<file path="src/rtl/lsrb_regs.vh">
// Register map, field positions and reset values of the light sensor register bank
`ifndef LSRB_REGS_VH
`define LSRB_REGS_VH

// Register pointer values
`define LSRB_ADDR_RESULT     8'h00
`define LSRB_ADDR_CONFIG     8'h01
`define LSRB_ADDR_LOWER      8'h02
`define LSRB_ADDR_UPPER      8'h03
`define LSRB_ADDR_MAKER      8'h7E
`define LSRB_ADDR_PART       8'h7F

// Result fields
`define LSRB_RES_EXP_MSB     15
`define LSRB_RES_EXP_LSB     12
`define LSRB_RES_MAN_MSB     11
`define LSRB_RES_MAN_LSB     0

// Configuration fields
`define LSRB_CFG_RANGE_MSB   15
`define LSRB_CFG_RANGE_LSB   12
`define LSRB_CFG_CTIME       11
`define LSRB_CFG_MODE_MSB    10
`define LSRB_CFG_MODE_LSB    9
`define LSRB_CFG_OVF         8
`define LSRB_CFG_READY       7
`define LSRB_CFG_HIGH        6
`define LSRB_CFG_LOW         5
`define LSRB_CFG_LATCH       4
`define LSRB_CFG_POL         3
`define LSRB_CFG_EMASK       2
`define LSRB_CFG_FAULT_MSB   1
`define LSRB_CFG_FAULT_LSB   0

// Codes
`define LSRB_RANGE_AUTO      4'hC
`define LSRB_MODE_OFF        2'h0
`define LSRB_MODE_SINGLE     2'h1

// Reset values
`define LSRB_RST_RESULT      16'h0000
`define LSRB_RST_CONFIG      16'hC810
`define LSRB_RST_LOWER       16'h0000
`define LSRB_RST_UPPER       16'hFFFF
`define LSRB_RST_MAKER       16'h1234  // Arbitrary value
`define LSRB_RST_PART        16'h5678  // Arbitrary value

`endif

</file>
<file path="src/rtl/lsrb_core.v">
// Register bank of the ambient light sensor: pointer, registers, conversion control
`timescale 1ns/1ps
`include "lsrb_regs.vh"

// Overview of operation
// RULE1 - Every register is sixteen bits wide.
// RULE2 - Result at 00h, configuration 01h, lower threshold 02h, upper threshold 03h.
// RULE3 - Read-only maker identity at 7Eh and part identity at 7Fh.
// RULE4 - Result is read-only and holds the last completed conversion.
// RULE5 - Result bits 15:12 hold exponent, bits 11:0 hold mantissa.
// RULE6 - Mantissa is unsigned straight binary from zero to full scale.
// RULE7 - Exponent codes 0 to 11, each step doubling one count's weight.
// RULE8 - Exponent reads zero when mask set and range is manual below 1100b.
// RULE9 - Result exponent and mantissa reset to zero.
// RULE10 - Configuration resets to C810h.
// RULE11 - A configuration write aborts any conversion in progress.
// RULE12 - After a configuration write, start a conversion if settings ask.
// RULE13 - Configuration field layout; bits 8 to 5 read-only, rest writable.
// RULE14 - Range select uses the same code mapping as the result exponent.
// RULE15 - Range code 1100b selects automatic range, reported in result exponent.
// RULE16 - Range select resets to the automatic code.
// RULE17 - Controller never programs range codes 1101b, 1110b or 1111b.
// RULE18 - First written byte sets the pointer, kept for reads until rewritten.
// RULE19 - Each word crosses as two bytes, most significant first.
// RULE20 - Writes to read-only fields or registers are ignored.
module lsrb_core #(
  parameter [15:0] MAKER_CODE = `LSRB_RST_MAKER,
  parameter [15:0] PART_CODE  = `LSRB_RST_PART
) (
  // Clock and reset
  input  wire        core_clk,
  input  wire        reset,
  // Byte port from the serial protocol engine
  input  wire        xfer_start,
  input  wire        xfer_is_read,
  input  wire        wr_byte_valid,
  input  wire [7:0]  wr_byte,
  input  wire        rd_byte_req,
  output wire [7:0]  rd_byte,
  output wire        rd_byte_valid,
  // Converter interface
  output wire        conv_start,
  output wire        conv_abort,
  input  wire        conv_active,
  input  wire        conv_done,
  input  wire [11:0] conv_mantissa,
  input  wire [3:0]  conv_exponent,
  input  wire        conv_overflow,
  // Limit comparator flags
  input  wire        high_flag_in,
  input  wire        low_flag_in,
  // Configuration to the rest of the sensor
  output wire [3:0]  range_select,
  output wire        conversion_time_sel,
  output wire [1:0]  conv_mode,
  output wire        latch_mode,
  output wire        interrupt_polarity,
  output wire        exponent_mask,
  output wire [1:0]  fault_count,
  output wire [15:0] lower_threshold,
  output wire [15:0] upper_threshold
);

  // Byte position within a transfer
  localparam [2:0] ST_PTR = 3'b001;
  localparam [2:0] ST_MSB = 3'b010;
  localparam [2:0] ST_LSB = 3'b100;

  // Reset image of the configuration word
  localparam [15:0] CFG_RST = `LSRB_RST_CONFIG;

  reg  [2:0]  state_ff;
  reg  [2:0]  nxt_state;
  reg  [7:0]  pointer_ff;
  reg  [7:0]  msb_hold_ff;
  reg  [15:0] rd_word_ff;
  reg  [15:0] result_ff;
  reg  [3:0]  range_ff;
  reg         ctime_ff;
  reg  [1:0]  mode_ff;
  reg         latch_ff;
  reg         pol_ff;
  reg         emask_ff;
  reg  [1:0]  fault_ff;
  reg         ovf_ff;
  reg         ready_ff;
  reg         high_ff;
  reg         low_ff;
  reg  [15:0] lower_ff;
  reg  [15:0] upper_ff;

  // Registered outputs and their next values
  reg  [7:0]  rd_byte_ff;
  reg         rd_valid_ff;
  reg         conv_start_ff;
  reg         conv_abort_ff;
  reg         nxt_conv_start;
  reg         nxt_conv_abort;

  wire [15:0] wr_word;
  wire        word_commit;
  wire        cfg_write;
  wire [15:0] cfg_word;
  wire        first_rd_byte;
  wire        ptr_byte;
  wire        msb_byte;
  wire        lower_write;
  wire        upper_write;
  wire        done_taken;
  wire [1:0]  wr_mode;
  wire [15:0] rd_word_now;

  // Readback mux, shared by both byte halves
  function [15:0] reg_read;
    input [7:0]  ptr;
    input [15:0] res;
    input [15:0] cfg;
    input [15:0] lo;
    input [15:0] hi;
    begin
      case (ptr)
        `LSRB_ADDR_RESULT: reg_read = res; // RULE2
        `LSRB_ADDR_CONFIG: reg_read = cfg;
        `LSRB_ADDR_LOWER:  reg_read = lo;
        `LSRB_ADDR_UPPER:  reg_read = hi;
        // Identity words come from parameters, so no write can reach them
        `LSRB_ADDR_MAKER:  reg_read = MAKER_CODE; // RULE3
        `LSRB_ADDR_PART:   reg_read = PART_CODE;
        default:           reg_read = 16'h0000;
      endcase
    end
  endfunction

  // Exponent reported in the result word
  function [3:0] report_exp;
    input [3:0] rng;
    input       mask;
    input [3:0] conv_exp;
    begin
      if (rng == `LSRB_RANGE_AUTO) begin
        report_exp = conv_exp; // RULE15
      end else if (mask) begin
        report_exp = 4'h0; // RULE8
      end else begin
        report_exp = rng; // RULE14 RULE7
      end
    end
  endfunction

  // A strobe counts only in its byte position and never beside a transfer start
  function byte_take;
    input       strobe;
    input       start;
    input [2:0] cur;
    input [2:0] want;
    begin
      byte_take = strobe && !start && (cur == want);
    end
  endfunction

  // Committed word aimed at one register pointer
  function word_hit;
    input       commit;
    input [7:0] ptr;
    input [7:0] addr;
    begin
      word_hit = commit && (ptr == addr);
    end
  endfunction

  assign cfg_word = {range_ff, ctime_ff, mode_ff, ovf_ff, ready_ff, high_ff, low_ff,
                     latch_ff, pol_ff, emask_ff, fault_ff}; // RULE13 RULE1
  assign wr_word     = {msb_hold_ff, wr_byte}; // RULE19
  assign word_commit = byte_take(wr_byte_valid, xfer_start, state_ff, ST_LSB);
  assign ptr_byte    = byte_take(wr_byte_valid, xfer_start, state_ff, ST_PTR);
  assign msb_byte    = byte_take(wr_byte_valid, xfer_start, state_ff, ST_MSB);
  assign cfg_write   = word_hit(word_commit, pointer_ff, `LSRB_ADDR_CONFIG);
  assign lower_write = word_hit(word_commit, pointer_ff, `LSRB_ADDR_LOWER);
  assign upper_write = word_hit(word_commit, pointer_ff, `LSRB_ADDR_UPPER);
  assign first_rd_byte = byte_take(rd_byte_req, xfer_start, state_ff, ST_MSB);
  assign done_taken  = conv_done && !cfg_write;
  assign wr_mode     = wr_word[`LSRB_CFG_MODE_MSB:`LSRB_CFG_MODE_LSB];
  // The LSB of a read comes from this same snapshot
  assign rd_word_now = reg_read(pointer_ff, result_ff, cfg_word, lower_ff, upper_ff);

  // Byte sequencing: write is pointer, MSB, LSB; read is MSB, LSB
  always @* begin
    nxt_state = state_ff;
    if (xfer_start) begin
      nxt_state = xfer_is_read ? ST_MSB : ST_PTR; // RULE18
    end else begin
      case (state_ff)
        ST_PTR: begin
          if (wr_byte_valid) begin
            nxt_state = ST_MSB;
          end
        end
        ST_MSB: begin
          if (wr_byte_valid || rd_byte_req) begin
            nxt_state = ST_LSB;
          end
        end
        ST_LSB: begin
          if (wr_byte_valid || rd_byte_req) begin
            nxt_state = ST_MSB;
          end
        end
        default: nxt_state = ST_MSB;
      endcase
    end
  end

  always @(posedge core_clk) begin
    if (reset) begin
      state_ff    <= ST_MSB;
      pointer_ff  <= 8'h00;
      msb_hold_ff <= 8'h00;
    end else begin
      state_ff <= nxt_state;
      if (ptr_byte) begin
        pointer_ff <= wr_byte; // RULE18
      end
      if (msb_byte) begin
        msb_hold_ff <= wr_byte; // RULE19
      end
    end
  end

  // Read path; word is captured at its first byte so both halves match
  always @(posedge core_clk) begin
    if (reset) begin
      rd_word_ff  <= 16'h0000;
      rd_byte_ff  <= 8'h00;
      rd_valid_ff <= 1'b0;
    end else begin
      rd_valid_ff <= rd_byte_req && !xfer_start;
      if (first_rd_byte) begin
        rd_word_ff <= rd_word_now;
        rd_byte_ff <= rd_word_now[15:8];
      end else if (rd_byte_req && !xfer_start) begin
        rd_byte_ff <= rd_word_ff[7:0]; // RULE19
      end
    end
  end

  // Writable registers; read-only pointers fall through untouched
  always @(posedge core_clk) begin
    if (reset) begin
      range_ff <= CFG_RST[`LSRB_CFG_RANGE_MSB:`LSRB_CFG_RANGE_LSB]; // RULE10 RULE16
      ctime_ff <= CFG_RST[`LSRB_CFG_CTIME];
      mode_ff  <= CFG_RST[`LSRB_CFG_MODE_MSB:`LSRB_CFG_MODE_LSB];
      latch_ff <= CFG_RST[`LSRB_CFG_LATCH];
      pol_ff   <= CFG_RST[`LSRB_CFG_POL];
      emask_ff <= CFG_RST[`LSRB_CFG_EMASK];
      fault_ff <= CFG_RST[`LSRB_CFG_FAULT_MSB:`LSRB_CFG_FAULT_LSB];
      lower_ff <= `LSRB_RST_LOWER;
      upper_ff <= `LSRB_RST_UPPER;
    end else begin
      if (cfg_write) begin
        // Bits 8 to 5 are not taken from the bus
        range_ff <= wr_word[`LSRB_CFG_RANGE_MSB:`LSRB_CFG_RANGE_LSB]; // RULE13 RULE20
        ctime_ff <= wr_word[`LSRB_CFG_CTIME];
        mode_ff  <= wr_word[`LSRB_CFG_MODE_MSB:`LSRB_CFG_MODE_LSB];
        latch_ff <= wr_word[`LSRB_CFG_LATCH];
        pol_ff   <= wr_word[`LSRB_CFG_POL];
        emask_ff <= wr_word[`LSRB_CFG_EMASK];
        fault_ff <= wr_word[`LSRB_CFG_FAULT_MSB:`LSRB_CFG_FAULT_LSB];
      end else if (conv_done && mode_ff == `LSRB_MODE_SINGLE) begin
        mode_ff <= `LSRB_MODE_OFF;
      end
      // Thresholds are plain storage; the comparison lives elsewhere
      if (lower_write) begin
        lower_ff <= wr_word;
      end
      if (upper_write) begin
        upper_ff <= wr_word;
      end
    end
  end

  // Result and status; a done that coincides with a config write is the
  // aborted conversion, so it is dropped
  always @(posedge core_clk) begin
    if (reset) begin
      result_ff <= `LSRB_RST_RESULT; // RULE9
      ovf_ff    <= 1'b0;
      ready_ff  <= 1'b0;
      high_ff   <= 1'b0;
      low_ff    <= 1'b0;
    end else begin
      high_ff <= high_flag_in;
      low_ff  <= low_flag_in;
      if (done_taken) begin
        result_ff <= {report_exp(range_ff, emask_ff, conv_exponent),
                      conv_mantissa}; // RULE4 RULE5 RULE6
        ovf_ff    <= conv_overflow;
        ready_ff  <= 1'b1;
      end else if (first_rd_byte && pointer_ff == `LSRB_ADDR_CONFIG) begin
        // Reading configuration acknowledges the ready flag; a new result wins
        ready_ff <= 1'b0;
      end
    end
  end

  // Conversion control; abort only matters while the converter runs
  always @* begin
    nxt_conv_abort = cfg_write && conv_active; // RULE11
    nxt_conv_start = 1'b0;
    if (cfg_write) begin
      // A config write outranks a done in the same cycle
      nxt_conv_start = (wr_mode != `LSRB_MODE_OFF); // RULE12
    end else if (done_taken && mode_ff[1]) begin
      nxt_conv_start = 1'b1;
    end
  end

  always @(posedge core_clk) begin
    if (reset) begin
      conv_start_ff <= 1'b0;
      conv_abort_ff <= 1'b0;
    end else begin
      conv_start_ff <= nxt_conv_start;
      conv_abort_ff <= nxt_conv_abort;
    end
  end

  assign range_select        = range_ff;
  assign conversion_time_sel = ctime_ff;
  assign conv_mode           = mode_ff;
  assign latch_mode          = latch_ff;
  assign interrupt_polarity  = pol_ff;
  assign exponent_mask       = emask_ff;
  assign fault_count         = fault_ff;
  assign lower_threshold     = lower_ff;
  assign upper_threshold     = upper_ff;

  // Outputs
  assign rd_byte             = rd_byte_ff;
  assign rd_byte_valid       = rd_valid_ff;
  assign conv_start          = conv_start_ff;
  assign conv_abort          = conv_abort_ff;

endmodule

</file>
<file path="config.mk">
export PLATFORM = sky130hd
export DESIGN_NAME = lsrb_core
export DESIGN_NICKNAME = d
export VERILOG_FILES = /design/src/rtl/lsrb_core.v
export VERILOG_INCLUDE_DIRS = /design/src /design/src/rtl
export SDC_FILE = /design/constraint.sdc
export NUM_CORES = 1
export LEC_CHECK = 0
export BUFFER_PORTS_ARGS = -buffer_cell sky130_fd_sc_hd__buf_2
export CAP_MARGIN = 20
export CORE_UTILIZATION = 50
export DETAILED_ROUTE_END_ITERATION = 16
export PLACE_DENSITY_LB_ADDON = 0.2
export SETUP_SLACK_MARGIN = 0.02
export SLEW_MARGIN = 20
export SYNTH_ARGS = -nofsm -noshare
export SYNTH_HDL_FRONTEND = slang
export SYNTH_SLANG_ARGS = --single-unit
</file>
<file path="constraint.sdc">
create_clock -name core_clk -period 1.9 [get_ports core_clk]
set_clock_uncertainty 0.05 [all_clocks]
set_input_delay 0.38 -clock core_clk [delete_from_list [all_inputs] [get_ports core_clk]]
set_output_delay 0.38 -clock core_clk [all_outputs]
set_load 0.05 [all_outputs]
</file>
# [Word level (Yosys, flattened, before mapping)]
# Cells that the tools add are included.
[op_classes] add_sub_neg=0 mul=0 n_div=0 order_cmp=0 eq_ne=13 shift=0 muxes=17 n_bitwise=0 n_reduce_logical=23
[ops] op="one-hot mux 16 bit (6 select lines)" count=1
[ops] op="equality test 8 x 2 -> 1 bit (second input constant)" count=2
[ops] op="equality test 8 x 7 -> 1 bit (second input constant)" count=2
[ops] op="2-to-1 mux 8 bit" count=2
[ops] op="logical AND 1 bit" count=14
[ops] op="2-to-1 mux 3 bit" count=4
[ops] op="one-hot mux 3 bit (3 select lines)" count=1
[ops] op="equality test 8 x 1 -> 1 bit (second input constant)" count=1
[ops] op="logical NOT 8 bit" count=1
[ops] op="2-to-1 mux 4 bit" count=2
[ops] op="nonzero test 2 bit" count=4
[ops] op="2-to-1 mux 2 bit" count=3
[ops] op="!= test 3 x 2 -> 1 bit (second input constant)" count=2
[ops] op="equality test 4 bit (second input constant)" count=1
[ops] op="2-to-1 mux 1 bit" count=4
[ops] op="equality test 3 x 1 -> 1 bit (second input constant)" count=1
[ops] op="equality test 3 x 2 -> 1 bit (second input constant)" count=1
[ops] op="equality test 3 bit (second input constant)" count=1
[ops] op="!= test 3 bit (second input constant)" count=1
[ops] op="AND reduction 3 bit" count=1
[ops] op="equality test 2 x 1 -> 1 bit (second input constant)" count=1
[ops] op="logical NOT 1 bit" count=2
[ops] op="logical OR 1 bit" count=1
[word_totals] register_bits=102 latchBits=0 ramBits=0 mem_bits_ro=0 in_bits=35 output_inout_bits=55 word_cells=75 memories=0

# [Logic depth before layout (Yosys ltp)]
# Gate-level depths: netlist of run 1.
[depth] word_depth=9 ltp_mapped=8 depth_no_buf=4

# [Least setup slack after synthesis of run 1]
# OpenSTA, ideal clock, no wires.
[synth_timing] path_kind="input port to flip-flop" startpoint="input port xfer_start" endpoint="register upper_ff[10], in the netlist upper_threshold[10]" setup_ps=120 t_arrival_ps=1593 required_ps=1730 slack_ps=138 stages=6 path_buffers=2 path_cell_list="buf_2 > nor4b_2 > and4_4 > nand2_4 > buf_2 > a211o_1"
[synth_via] elab_chain_cells=4
[synth_lines] item="from (decl)" line_no="lsrb_core.v:34" source="input wire xfer_start,"
[synth_lines] item="logical NOT 1 bit" line_no="lsrb_core.v:157" source="byte_take = strobe && !start && (cur == want);"
[synth_lines] item="logical AND 1 bit (2 in a row)" line_no="lsrb_core.v:157"
[synth_lines] item="logical AND 1 bit" line_no="lsrb_core.v:167" source="word_hit = commit && (ptr == addr);"
[synth_lines] item="to (signal assigned)" line_no="lsrb_core.v:257" source="upper_ff <= `LSRB_RST_UPPER;"
[synth_lines] item="to (signal assigned)" line_no="lsrb_core.v:276" source="upper_ff <= wr_word;"
[synth_lines] item="to (decl)" line_no="lsrb_core.v:90" source="reg [15:0] upper_ff;"
# Every way passes these cells.
# A chain may end at the register's enable or synchronous reset.

# [Worst setup path in the final report of run 1]
[layout_timing] startpoint="register pointer_ff[4]" endpoint="register result_ff[13]"
[layout_via] elab_chain_cells=4
[layout_lines] item="from (decl)" line_no="lsrb_core.v:74" source="reg [7:0] pointer_ff;"
[layout_lines] item="from (signal assigned)" line_no="lsrb_core.v:221" source="pointer_ff <= wr_byte;"
[layout_lines] item="equality test 8 x 1 -> 1 bit" line_no="lsrb_core.v:167"
[layout_lines] item="logical AND 1 bit" line_no="lsrb_core.v:167"
[layout_lines] item="logical NOT 1 bit" line_no="lsrb_core.v:181" source="assign done_taken = conv_done && !cfg_write;"
[layout_lines] item="logical AND 1 bit" line_no="lsrb_core.v:181"
[layout_lines] item="to (signal assigned)" line_no="lsrb_core.v:285" source="result_ff <= `LSRB_RST_RESULT;"
[layout_lines] item="to (signal assigned)" line_no="lsrb_core.v:294" source="result_ff <= {report_exp(range_ff, emask_ff, conv_exponent),"
[layout_lines] item="to (decl)" line_no="lsrb_core.v:77" source="reg [15:0] result_ff;"
# Every way passes these cells.

==> impl_metrics.csv, run 1 <==
group,metric,value,unit
placement,io_buffers,89,
clock_tree,numCtsBuffers,9,
drt,antenna_left,0,
grt,grt_remaining_overflow,0,
timing,final_max_slew_viol_count,0,
drt,vias,4416,
yosys,synth_warnings,0,
timing,setup_violations,0,
min_path,min-delay-start,"high_flag_in",
critical_path,path_cells,"nor4_4, and4_4, buf_4, a2111oi_0, a31o_2",
final_layout,diodes,0,
run_status,status,"complete, no violations",
final_layout,fill_cells,776,
yosys,ys_seq_area_share,43.7,%
grt,grt_usage,28.6,%
clock_tree,cts_tree,"done",
yosys,async_flop_share,0,%
min_path,worstHoldPathCells,2,
critical_path,critical_path.startpoint_type,"flip-flop",
yosys,synth_common_cells,"dfxtp_1 (102), nand3_1 (49), nand2_1 (48)",
clock_tree,cts_buffer_depth,2,
critical_path,worstPathRequired,2.11,ns
placement,gp_congestion,0.866,
placement,placed_cells,701,
power,peakVddDrop,0.394,mV
timing,slew_headroom,58.1,%
power,power,0.00414,W
power,p_leak,2.28,nW
die,fp-row-count,34,
critical_path,cp_data_arrival_time,2.08,ns
die,dieHeight,98.7,um
grt,antenna_found_initial,0,
timing,fmax,538,MHz
yosys,synth_top_area_cell,"dfxtp_1",
yosys,synth_area_leaders,"dfxtp_1 (44%), mux2i_1 (6.2%), mux4_2 (5.3%)",
grt,grt_max_degree,76,
critical_path,worstRegToRegCells,5,
timing,whs,0.177,ns
yosys,ys_ff_latch,102,
critical_path,crit_fanout,18,
clock_tree,holdBufCountCts,0,
critical_path,r2r_start,"pointer_ff[4]",
die,core,0.00889,mm2
timing,fin_crit_sh,97.9,%
yosys,synthCells,513,
drt,detail_route.wirelength,13600,um
yosys,synth_edf_count,0,
yosys,yosysTopAreaCellShare,43.7,%
critical_path,worstSetupPathType,"flip-flop to flip-flop",
timing,grt_setup_unrepaired,"true",
die,initial_core_util,52.6,%
yosys,syn_area_per_cell,9.11,um2
critical_path,cp_slowest_stage_delay,0.40,ns
yosys,synth.distinct_cells,51,
job,maxCapViolations,0,
clock_tree,clk_pin_slew,0.09,ns
critical_path,cp-end-kind,"flip-flop",
final_layout,syn2layout_area_growth,19.5,%
clock_tree,clockRootBuffer,"clkbuf_8",
final_layout,final_nets,645,
final_layout,layout-drive-gt1-share,28.1,%
min_path,hp-class,"input port to flip-flop",
drt,drtIter0Drc,263,
drt,via_per_inst,6.11,
clock_tree,worstSkewPairLatency,0.37,ns
drt,wl_per_cell,18.8,um
yosys,syn_area,0.00468,mm2
drt,drc_errors,0,
final_layout,fin_cells,723,
critical_path,critPathSlowestCell,"nor4_4",
die,die_w,98.7,um
placement,hpwlAfterDp,9830,um
timing,period_minus_slack,1.86,ns
power,p_per_area,740,mW/mm2
grt,grt_pass1_vias,4204,
clock_tree,cts.sinks,102,
drt,dr.pass1.iters,5,
yosys,synth_most_common_cell,"dfxtp_1",
timing,fin_ws,0.0399,ns
critical_path,startpoint,"pointer_ff[4]",
yosys,syn_nets,548,
timing,tightest_slew,0.627,ns
placement,dp_slack,-0.116,ns
final_layout,seqCellArea,0.00204,mm2
timing,hold_viol_final,0,
die,dieArea,0.00974,mm2
yosys,ys.flop_type,"dfxtp_1",
die,ios,90,
grt,grt_pass1_wl,21700,um
clock_tree,cts_htree_levels,3,
final_layout,multi_input_area,0.00238,mm2
power by group:
group | switching (W) | leakage (nW) | internal, W
clock network | 0.000751 | 0.104 | 0.000752
registers | 0.0000363 | 0.830 | 0.00219
logic | 0.000246 | 1.35 | 0.000160
per-stage QoR:
| step | cell area [um2] | util (%) | setup TNS (ns) |
|---|---|---|---|
| after floorplan | 4680 | - | 0 |
| after global placement | 5310 | 59.7 | -0.607 |
| after detailed placement | 5310 | 59.7 | -1.39 |
| after CTS | 5530 | 62.2 | 0 |
| after global routing | 5590 | 62.9 | -0.00230 |
| final | 5590 | 62.9 | 0 |
worst paths after layout:
check	to	slack, ns
max	result_ff[13]	0.04
min	high_ff	0.18
max reg2reg	result_ff[13]	0.04
min reg2reg	rd_word_ff[1]	0.41
sequential cells by signal (all words and copies together) (netlist names), 3 cells and up:
name,cells
msb_hold_ff,8
upper_threshold,16
rd_byte,8
result_ff,16
range_select,4
lower_threshold,16
state_ff,3
rd_word_ff,8
pointer_ff,8
kinds of logic (layout without fill, tap and decap cells):
| family | count (synthesis) | after routing | synth area share (%) |
|---|---|---|---|
| compound gates | 141 | 141 | 18.9 |
| buf+inv | 52 | 153 | 5.89 |
| flops | 102 | 102 | 43.7 |
| mux | 40 | 40 | 11.5 |
| simple gates | 178 | 179 | 20.0 |
repair_timing:
| item | in CTS | in global routing |
|---|---|---|
| setup endpoints to repair | 14 | 33 |
| pin swaps | 0 | 4 |
| gates resized for setup | 1 | 3 |
| setup buffers | 0 | 5 |
| gates cloned | 0 | 1 |
layer usage:
layer	global-route usage [%]	vias to the layer above	wire (um)	share of wire [%]
met4	11.0	0	348	2.6
met5	0	-	0	0
met3	5.32	30	908	6.7
met2	47.6	160	6550	48
met1	37.1	2155	5810	43
li1	-	2071	-	-
critical path, delay by kind of cell (launching register included):
family	cells	cell delay (ns)
DFF	1	0.37
buffers and inverters	1	0.24
and+or+nand+nor	2	0.76
AOI/OAI and AO/OA	2	0.36
layout by cell type (no fill, tap or decap), drive strengths merged, types with 3 or more instances in the layout:
cell type | Yosys | layout
a21oi | 46 | 46
mux4 | 11 | 11
o21ai | 42 | 42
mux2i | 29 | 29
a221oi | 6 | 6
nor3b | 3 | 3
a31oi | 4 | 4
nor2b | 8 | 8
o2bb2ai | 5 | 5
dfxtp | 102 | 102
and3 | 19 | 19
inv | 5 | 7
and4 | 4 | 4
nor2 | 23 | 24
nand3 | 49 | 49
nor4 | 4 | 4
nand2 | 49 | 49
buf | 21 | 131
clkbuf | 25 | 10
nor3 | 7 | 7
a211o | 17 | 17
nand2b | 4 | 4
a211oi | 6 | 6
area by class of cell:
| type | count | share of cell area [%] |
|---|---|---|
| flip-flops and latches | 102 | 36.6 |
| multi-input cells | 360 | 42.6 |
| clock inverters | 6 | 1.66 |
| inverters | 6 | 0.403 |
| clock buffers | 10 | 2.28 |
| repair buffers | 131 | 14.1 |
| well taps | 108 | 2.42 |
(Power assumes the default switching activity.)
==> run 2: changes to the inputs <==
--- a/config.mk
+++ b/config.mk
@@ -8,6 +8,7 @@
 export LEC_CHECK = 0
 export BUFFER_PORTS_ARGS = -buffer_cell sky130_fd_sc_hd__buf_2
 export CAP_MARGIN = 20
+export CORE_ASPECT_RATIO = 0.75
 export CORE_UTILIZATION = 50
 export DETAILED_ROUTE_END_ITERATION = 16
 export PLACE_DENSITY_LB_ADDON = 0.2
==> constraint.sdc (replaced) <==
create_clock -name core_clk -period 1.9 [get_ports core_clk]
set_clock_uncertainty 0.05 [all_clocks]
set_input_delay 0.38 -clock core_clk [delete_from_list [all_inputs] [get_ports core_clk]]
set_output_delay 0.38 -clock core_clk [all_outputs]
set_load 0.1 [all_outputs]
==> run 2 against run 1 <==
Global-route usage rose by 0.57 points. Power grew 6.3%. Wire length up 3.2%. Die area barely moved. Design area grew 2.2%. Cell count up 2.6%. Register-to-register slack improved by 0.06 ns. First-iteration DRC count rose by 76%. Critical path type is now flip-flop to output port. Largest cell class unchanged. Largest power group unchanged.
==> impl_metrics.csv, run 2 (synthesized netlist as in run 1, its figures left out) <==
group,metric,value,unit
timing,fin_ws,0.0941,ns
clock_tree,clockRootBuffer,"clkbuf_16",
clock_tree,cts_htree_levels,3,
final_layout,fill_cells,782,
critical_path,critical_path.startpoint_type,"flip-flop",
critical_path,cp_slowest_stage_delay,0.53,ns
timing,fin_tns_setup,0,ns
clock_tree,cts.sinks,102,
power,p_leak,2.31,nW
critical_path,cp.depth,1,
power,peakVddDrop,0.552,mV
critical_path,worstRegToRegCells,5,
timing,final_max_slew_viol_count,0,
critical_path,timing.rr.end,"upper_threshold[10]",
critical_path,r2r_start,"pointer_ff[4]",
drt,wl_per_cell,19.0,um
final_layout,layout-drive-gt1-share,27.5,%
drt,vias,4441,
clock_tree,cts_tree,"done",
drt,drc_errors,0,
placement,hpwlAfterDp,9980,um
critical_path,r2r_slack,0.10,ns
drt,detail_route.wirelength,14100,um
placement,placed_cell_area,0.00540,mm2
timing,grt_setup_unrepaired,"true",
clock_tree,cts_buffer_depth,2,
timing,tightest_slew,0.657,ns
critical_path,critPathCapture,"exponent_mask",
timing,period_minus_slack,1.81,ns
placement,placed_cells,725,
critical_path,path_delay_family,"flip-flops",
run_status,status,"complete, no violations",
critical_path,worstPathRequired,1.47,ns
die,ios,90,
grt,grt_pass1_vias,4021,
final_layout,fin_area,0.00571,mm2
die,fp-row-count,30,
drt,dr.pass1.iters,5,
timing,setup_violations,0,
timing,hold_viol_final,0,
critical_path,cp_num_buf_inv,1,
die,dieArea,0.00975,mm2
clock_tree,numCtsBuffers,9,
drt,via_per_inst,5.99,
power,p_per_area,770,mW/mm2
die,core,0.00905,mm2
critical_path,cp_data_arrival_time,1.38,ns
die,dieHeight,85.7,um
critical_path,startpoint,"exponent_mask",
clock_tree,holdBufCountCts,0,
placement,dp_slack,-0.130,ns
final_layout,layout_commonest_cell,"dfxtp_1",
power,power,0.00440,W
grt,grt_max_degree,63,
final_layout,fin_cells,742,
critical_path,path_cells,"buf_2",
critical_path,cp-end-kind,"output port",
timing,fmax,554,MHz
placement,io_buffers,89,
final_layout,syn2layout_area_growth,22.2,%
die,die_w,114,um
job,maxCapViolations,0,
timing,fin_crit_sh,95.0,%
drt,antenna_left,0,
placement,gp_congestion,0.876,
clock_tree,worstSkewPairLatency,0.34,ns
clock_tree,clk_pin_slew,0.07,ns
grt,grt_remaining_overflow,0,
final_layout,final_cell_mix,"dfxtp_1 (100), buf_2 (89), nand3_1 (49)",
grt,grt_pass1_wl,21700,um
die,initial_core_util,51.7,%
drt,drtIter0Drc,464,
critical_path,worstSetupPathType,"flip-flop to output port",
grt,grt_usage,29.2,%
grt,antenna_found_initial,0,
critical_path,critPathSlowestCell,"dfxtp_1",
min_path,hp-class,"input port to flip-flop",
critical_path,crit_fanout,7,
final_layout,final_nets,644,
final_layout,diodes,0,
timing,slew_headroom,56.1,%
run 2: changes by cell type in the layout (fill, tap and decap cells not counted), sizes merged:
cell	change
inv	-1
clkinvlp	-1
nor2	-1
clkbuf	+4
bufinv	-2
run 2: routing by layer:
metal  vias up  GRT usage, %  wire length (um)
li1       2080             -                 -
met1      2134          40.5              6110
met2       211          46.2              6580
met3        16          6.08              1210
met4         0          8.25               163
met5         -             0                 0
run 2: area by class of cell:
cell class | count | area (um2) | share of cell area (%)
multi-input combinational | 359 | 2380 | 41.7
sequential | 102 | 2040 | 35.8
tap | 128 | 160 | 2.80
inverter | 6 | 22.5 | 0.394
clock inverter | 2 | 16.3 | 0.285
timing repair buffer | 131 | 831 | 14.5
clock buffer | 14 | 254 | 4.45
run 2: through the flow:
stage                     hold WS [ns]  util (%)
after floorplan                  0.379         -
after global placement           0.396      59.7
after detailed placement         0.403      59.7
after CTS                        0.197      62.8
after global routing             0.194      63.2
final                            0.198      63.2
run 2: worst min path at each step:
stage	startpoint	end	slack, ns	cells after the start
2_1_floorplan	rd_word_ff[1]	rd_word_ff[1]	0.38	2
3_3_place_gp	result_ff[8]	result_ff[8]	0.40	2
3_5_place_dp	rd_word_ff[1]	rd_word_ff[1]	0.40	2
4_1_cts	high_flag_in	high_ff	0.20	2
5_1_grt	high_flag_in	high_ff	0.19	2
6_report	high_flag_in	high_ff	0.20	2
run 2: what timing repair did:
action                                  4_1_cts  5_1_grt
resized for setup                             1        5
gates cloned                                  0        0
endpoints found under the hold margin         0        0
pin swaps                                     0        4
endpoints found under the setup margin       14       32
buffers inserted                              0        1
run 2: report_power, final:
group / internal [W] / switching, W
Clock: 0.000932 / 0.000789
Combinational: 0.000161 / 0.000288
Sequential: 0.00219 / 0.0000369
Total: 0.00329 / 0.00111
==> run 3: changes to the inputs <==
--- a/config.mk
+++ b/config.mk
@@ -8,8 +8,10 @@
 export LEC_CHECK = 0
 export BUFFER_PORTS_ARGS = -buffer_cell sky130_fd_sc_hd__buf_2
 export CAP_MARGIN = 20
+export CELL_PAD_IN_SITES_DETAIL_PLACEMENT = 0
+export CELL_PAD_IN_SITES_GLOBAL_PLACEMENT = 1
 export CORE_ASPECT_RATIO = 0.75
-export CORE_UTILIZATION = 50
+export CORE_UTILIZATION = 42
 export DETAILED_ROUTE_END_ITERATION = 16
 export PLACE_DENSITY_LB_ADDON = 0.2
 export SETUP_SLACK_MARGIN = 0.02
==> run 3 against run 2 <==
Clock-buffer cell count is 4 lower. Register-to-register slack hardly changed. Cell count is 1.3% higher. First-iteration DRC count is 25% lower. Setup slack better by 0.016 ns. Sequential cell count stayed put. Core utilization is 8.4 points lower. Power is 5.4% higher. Largest cell class unchanged.
==> impl_metrics.csv, run 3 (synthesized netlist as in run 1, its figures left out) <==
group,metric,value,unit
critical_path,worstPathRequired,2.11,ns
clock_tree,cts_tree,"done",
clock_tree,cts.sinks,102,
critical_path,critPathSlowestCell,"or4_4",
drt,via_per_inst,5.86,
final_layout,final_cell_mix,"dfxtp_1 (99), buf_2 (88), nand3_1 (49)",
power,comb_power_share,9.8,%
timing,period_minus_slack,1.79,ns
clock_tree,cts_buffer_depth,2,
power,power.net_switching,0.00111,W
timing,setup_violations,0,
clock_tree,clockRootBuffer,"clkbuf_16",
die,dieHeight,93.4,um
die,initial_core_util,44.2,%
clock_tree,cts_htree_levels,3,
final_layout,multi_input_area,0.00238,mm2
final_layout,syn2layout_area_growth,23.8,%
timing,slew_headroom,58.2,%
timing,tightest_slew,0.626,ns
timing,fin_crit_sh,94.2,%
die,fp-row-count,32,
critical_path,cp-end-kind,"flip-flop",
clock_tree,worstSkewPairLatency,0.34,ns
die,core,0.0106,mm2
critical_path,worstSetupPathType,"flip-flop to flip-flop",
critical_path,cp_data_arrival_time,2.00,ns
job,maxCapViolations,0,
grt,grt_pass1_wl,22500,um
timing,hold_viol_final,0,
min_path,hp-class,"input port to flip-flop",
grt,grt_pass1_vias,3936,
final_layout,seqCellArea,0.00205,mm2
grt,grt_remaining_overflow,0,
drt,drtIter0Drc,346,
critical_path,critical_path.startpoint_type,"flip-flop",
drt,antenna_left,0,
critical_path,path_cells,"or4_4, nor3_1, o21ai_0, a211oi_1",
clock_tree,numCtsBuffers,9,
grt,grt_usage,26.4,%
timing,whs,0.198,ns
power,power,0.00464,W
die,dieArea,0.0116,mm2
die,die_w,124,um
drt,dr.pass1.iters,4,
power,p_leak,2.37,nW
grt,antenna_found_initial,0,
run_status,status,"complete, no violations",
final_layout,diodes,0,
drt,wl_per_cell,19.7,um
power,p_clk_share,42.1,%
power,peakVddDrop,0.444,mV
power,p_seq_share,48.1,%
die,ios,90,
drt,vias,4404,
drt,detail_route.wirelength,14800,um
placement,hpwlAfterDp,10600,um
critical_path,crit_fanout,4,
power,p_int,0.00353,W
clock_tree,clk_pin_slew,0.07,ns
final_layout,final_nets,648,
final_layout,layout-drive-gt1-share,29.1,%
power,power_switching_share,23.9,%
drt,drc_errors,0,
grt,grt_max_degree,44,
final_layout,layout_commonest_cell,"dfxtp_1",
timing,fmax,559,MHz
timing,final_max_slew_viol_count,0,
critical_path,cp_slowest_stage_delay,0.62,ns
final_layout,fill_cells,1025,
power,p_per_area,801,mW/mm2
placement,io_buffers,89,
timing,grt_setup_unrepaired,"false",
placement,gp_congestion,0.868,
run 3: final cells by class:
class | count | area share [%]
Clock buffer | 10 | 4.13
Clock inverter | 4 | 1.25
Sequential cell | 102 | 35.4
Tap cell | 136 | 2.94
Multi-Input combinational cell | 360 | 41.2
Inverter | 6 | 0.389
Timing Repair Buffer | 134 | 14.7
run 3: worst paths after layout:
kind | startpoint | slack (ns) | endpoint | depth (start not counted)
hold reg to reg | rd_word_ff[1] | 0.41 | rd_word_ff[1] | 2
hold / removal | low_flag_in | 0.20 | low_ff | 2
setup / recovery | pointer_ff[7] | 0.11 | rd_word_ff[5] | 4
setup reg to reg | pointer_ff[7] | 0.11 | rd_word_ff[5] | 4
run 3: power by group through the flow:
stage	Sequential (W)	Clock [W]	Combinational [W]
2_1_floorplan	0.00234	0	0.000221
3_3_place_gp	0.00228	0	0.000441
3_5_place_dp	0.00228	0	0.000447
4_1_cts	0.00223	0.00198	0.000449
5_1_grt	0.00223	0.00207	0.000491
6_report	0.00223	0.00195	0.000454
run 3: layer usage:
metal	vias to the layer above	part of all wire, %	GRT usage, %
met3	16	5.7	4.94
met4	0	1.5	7.23
li1	2092	-	-
met2	140	46	41.2
met5	-	0	0
met1	2156	46	37.2
run 3: per-stage QoR:
stage	setup slack (ns)	TNS, ns	utilization, %	cells	instance area, um2
floorplan	0.0384	0	-	513	4680
global placement	-0.0581	-0.784	51.3	734	5420
detailed placement	-0.151	-1.78	51.3	734	5420
CTS	0.0814	0	54.3	748	5740
global route	0.0229	0	54.7	752	5790
finish	0.110	0	54.7	752	5790
run 3: timing repair:
item,4_1_cts,5_1_grt
gates resized for setup,2,7
endpoints found under the hold margin,0,0
hold buffers,0,0
setup buffers,0,3
gates cloned,0,1
endpoints found under the setup margin,15,33
pin swaps,0,3
run 3: critical path, delay by kind of cell (launching register included):
kind	cells	cell delay, ns
AO/OA/AOI/OAI	2	0.43
flip-flops	1	0.35
AND/OR/NAND/NOR	2	0.88
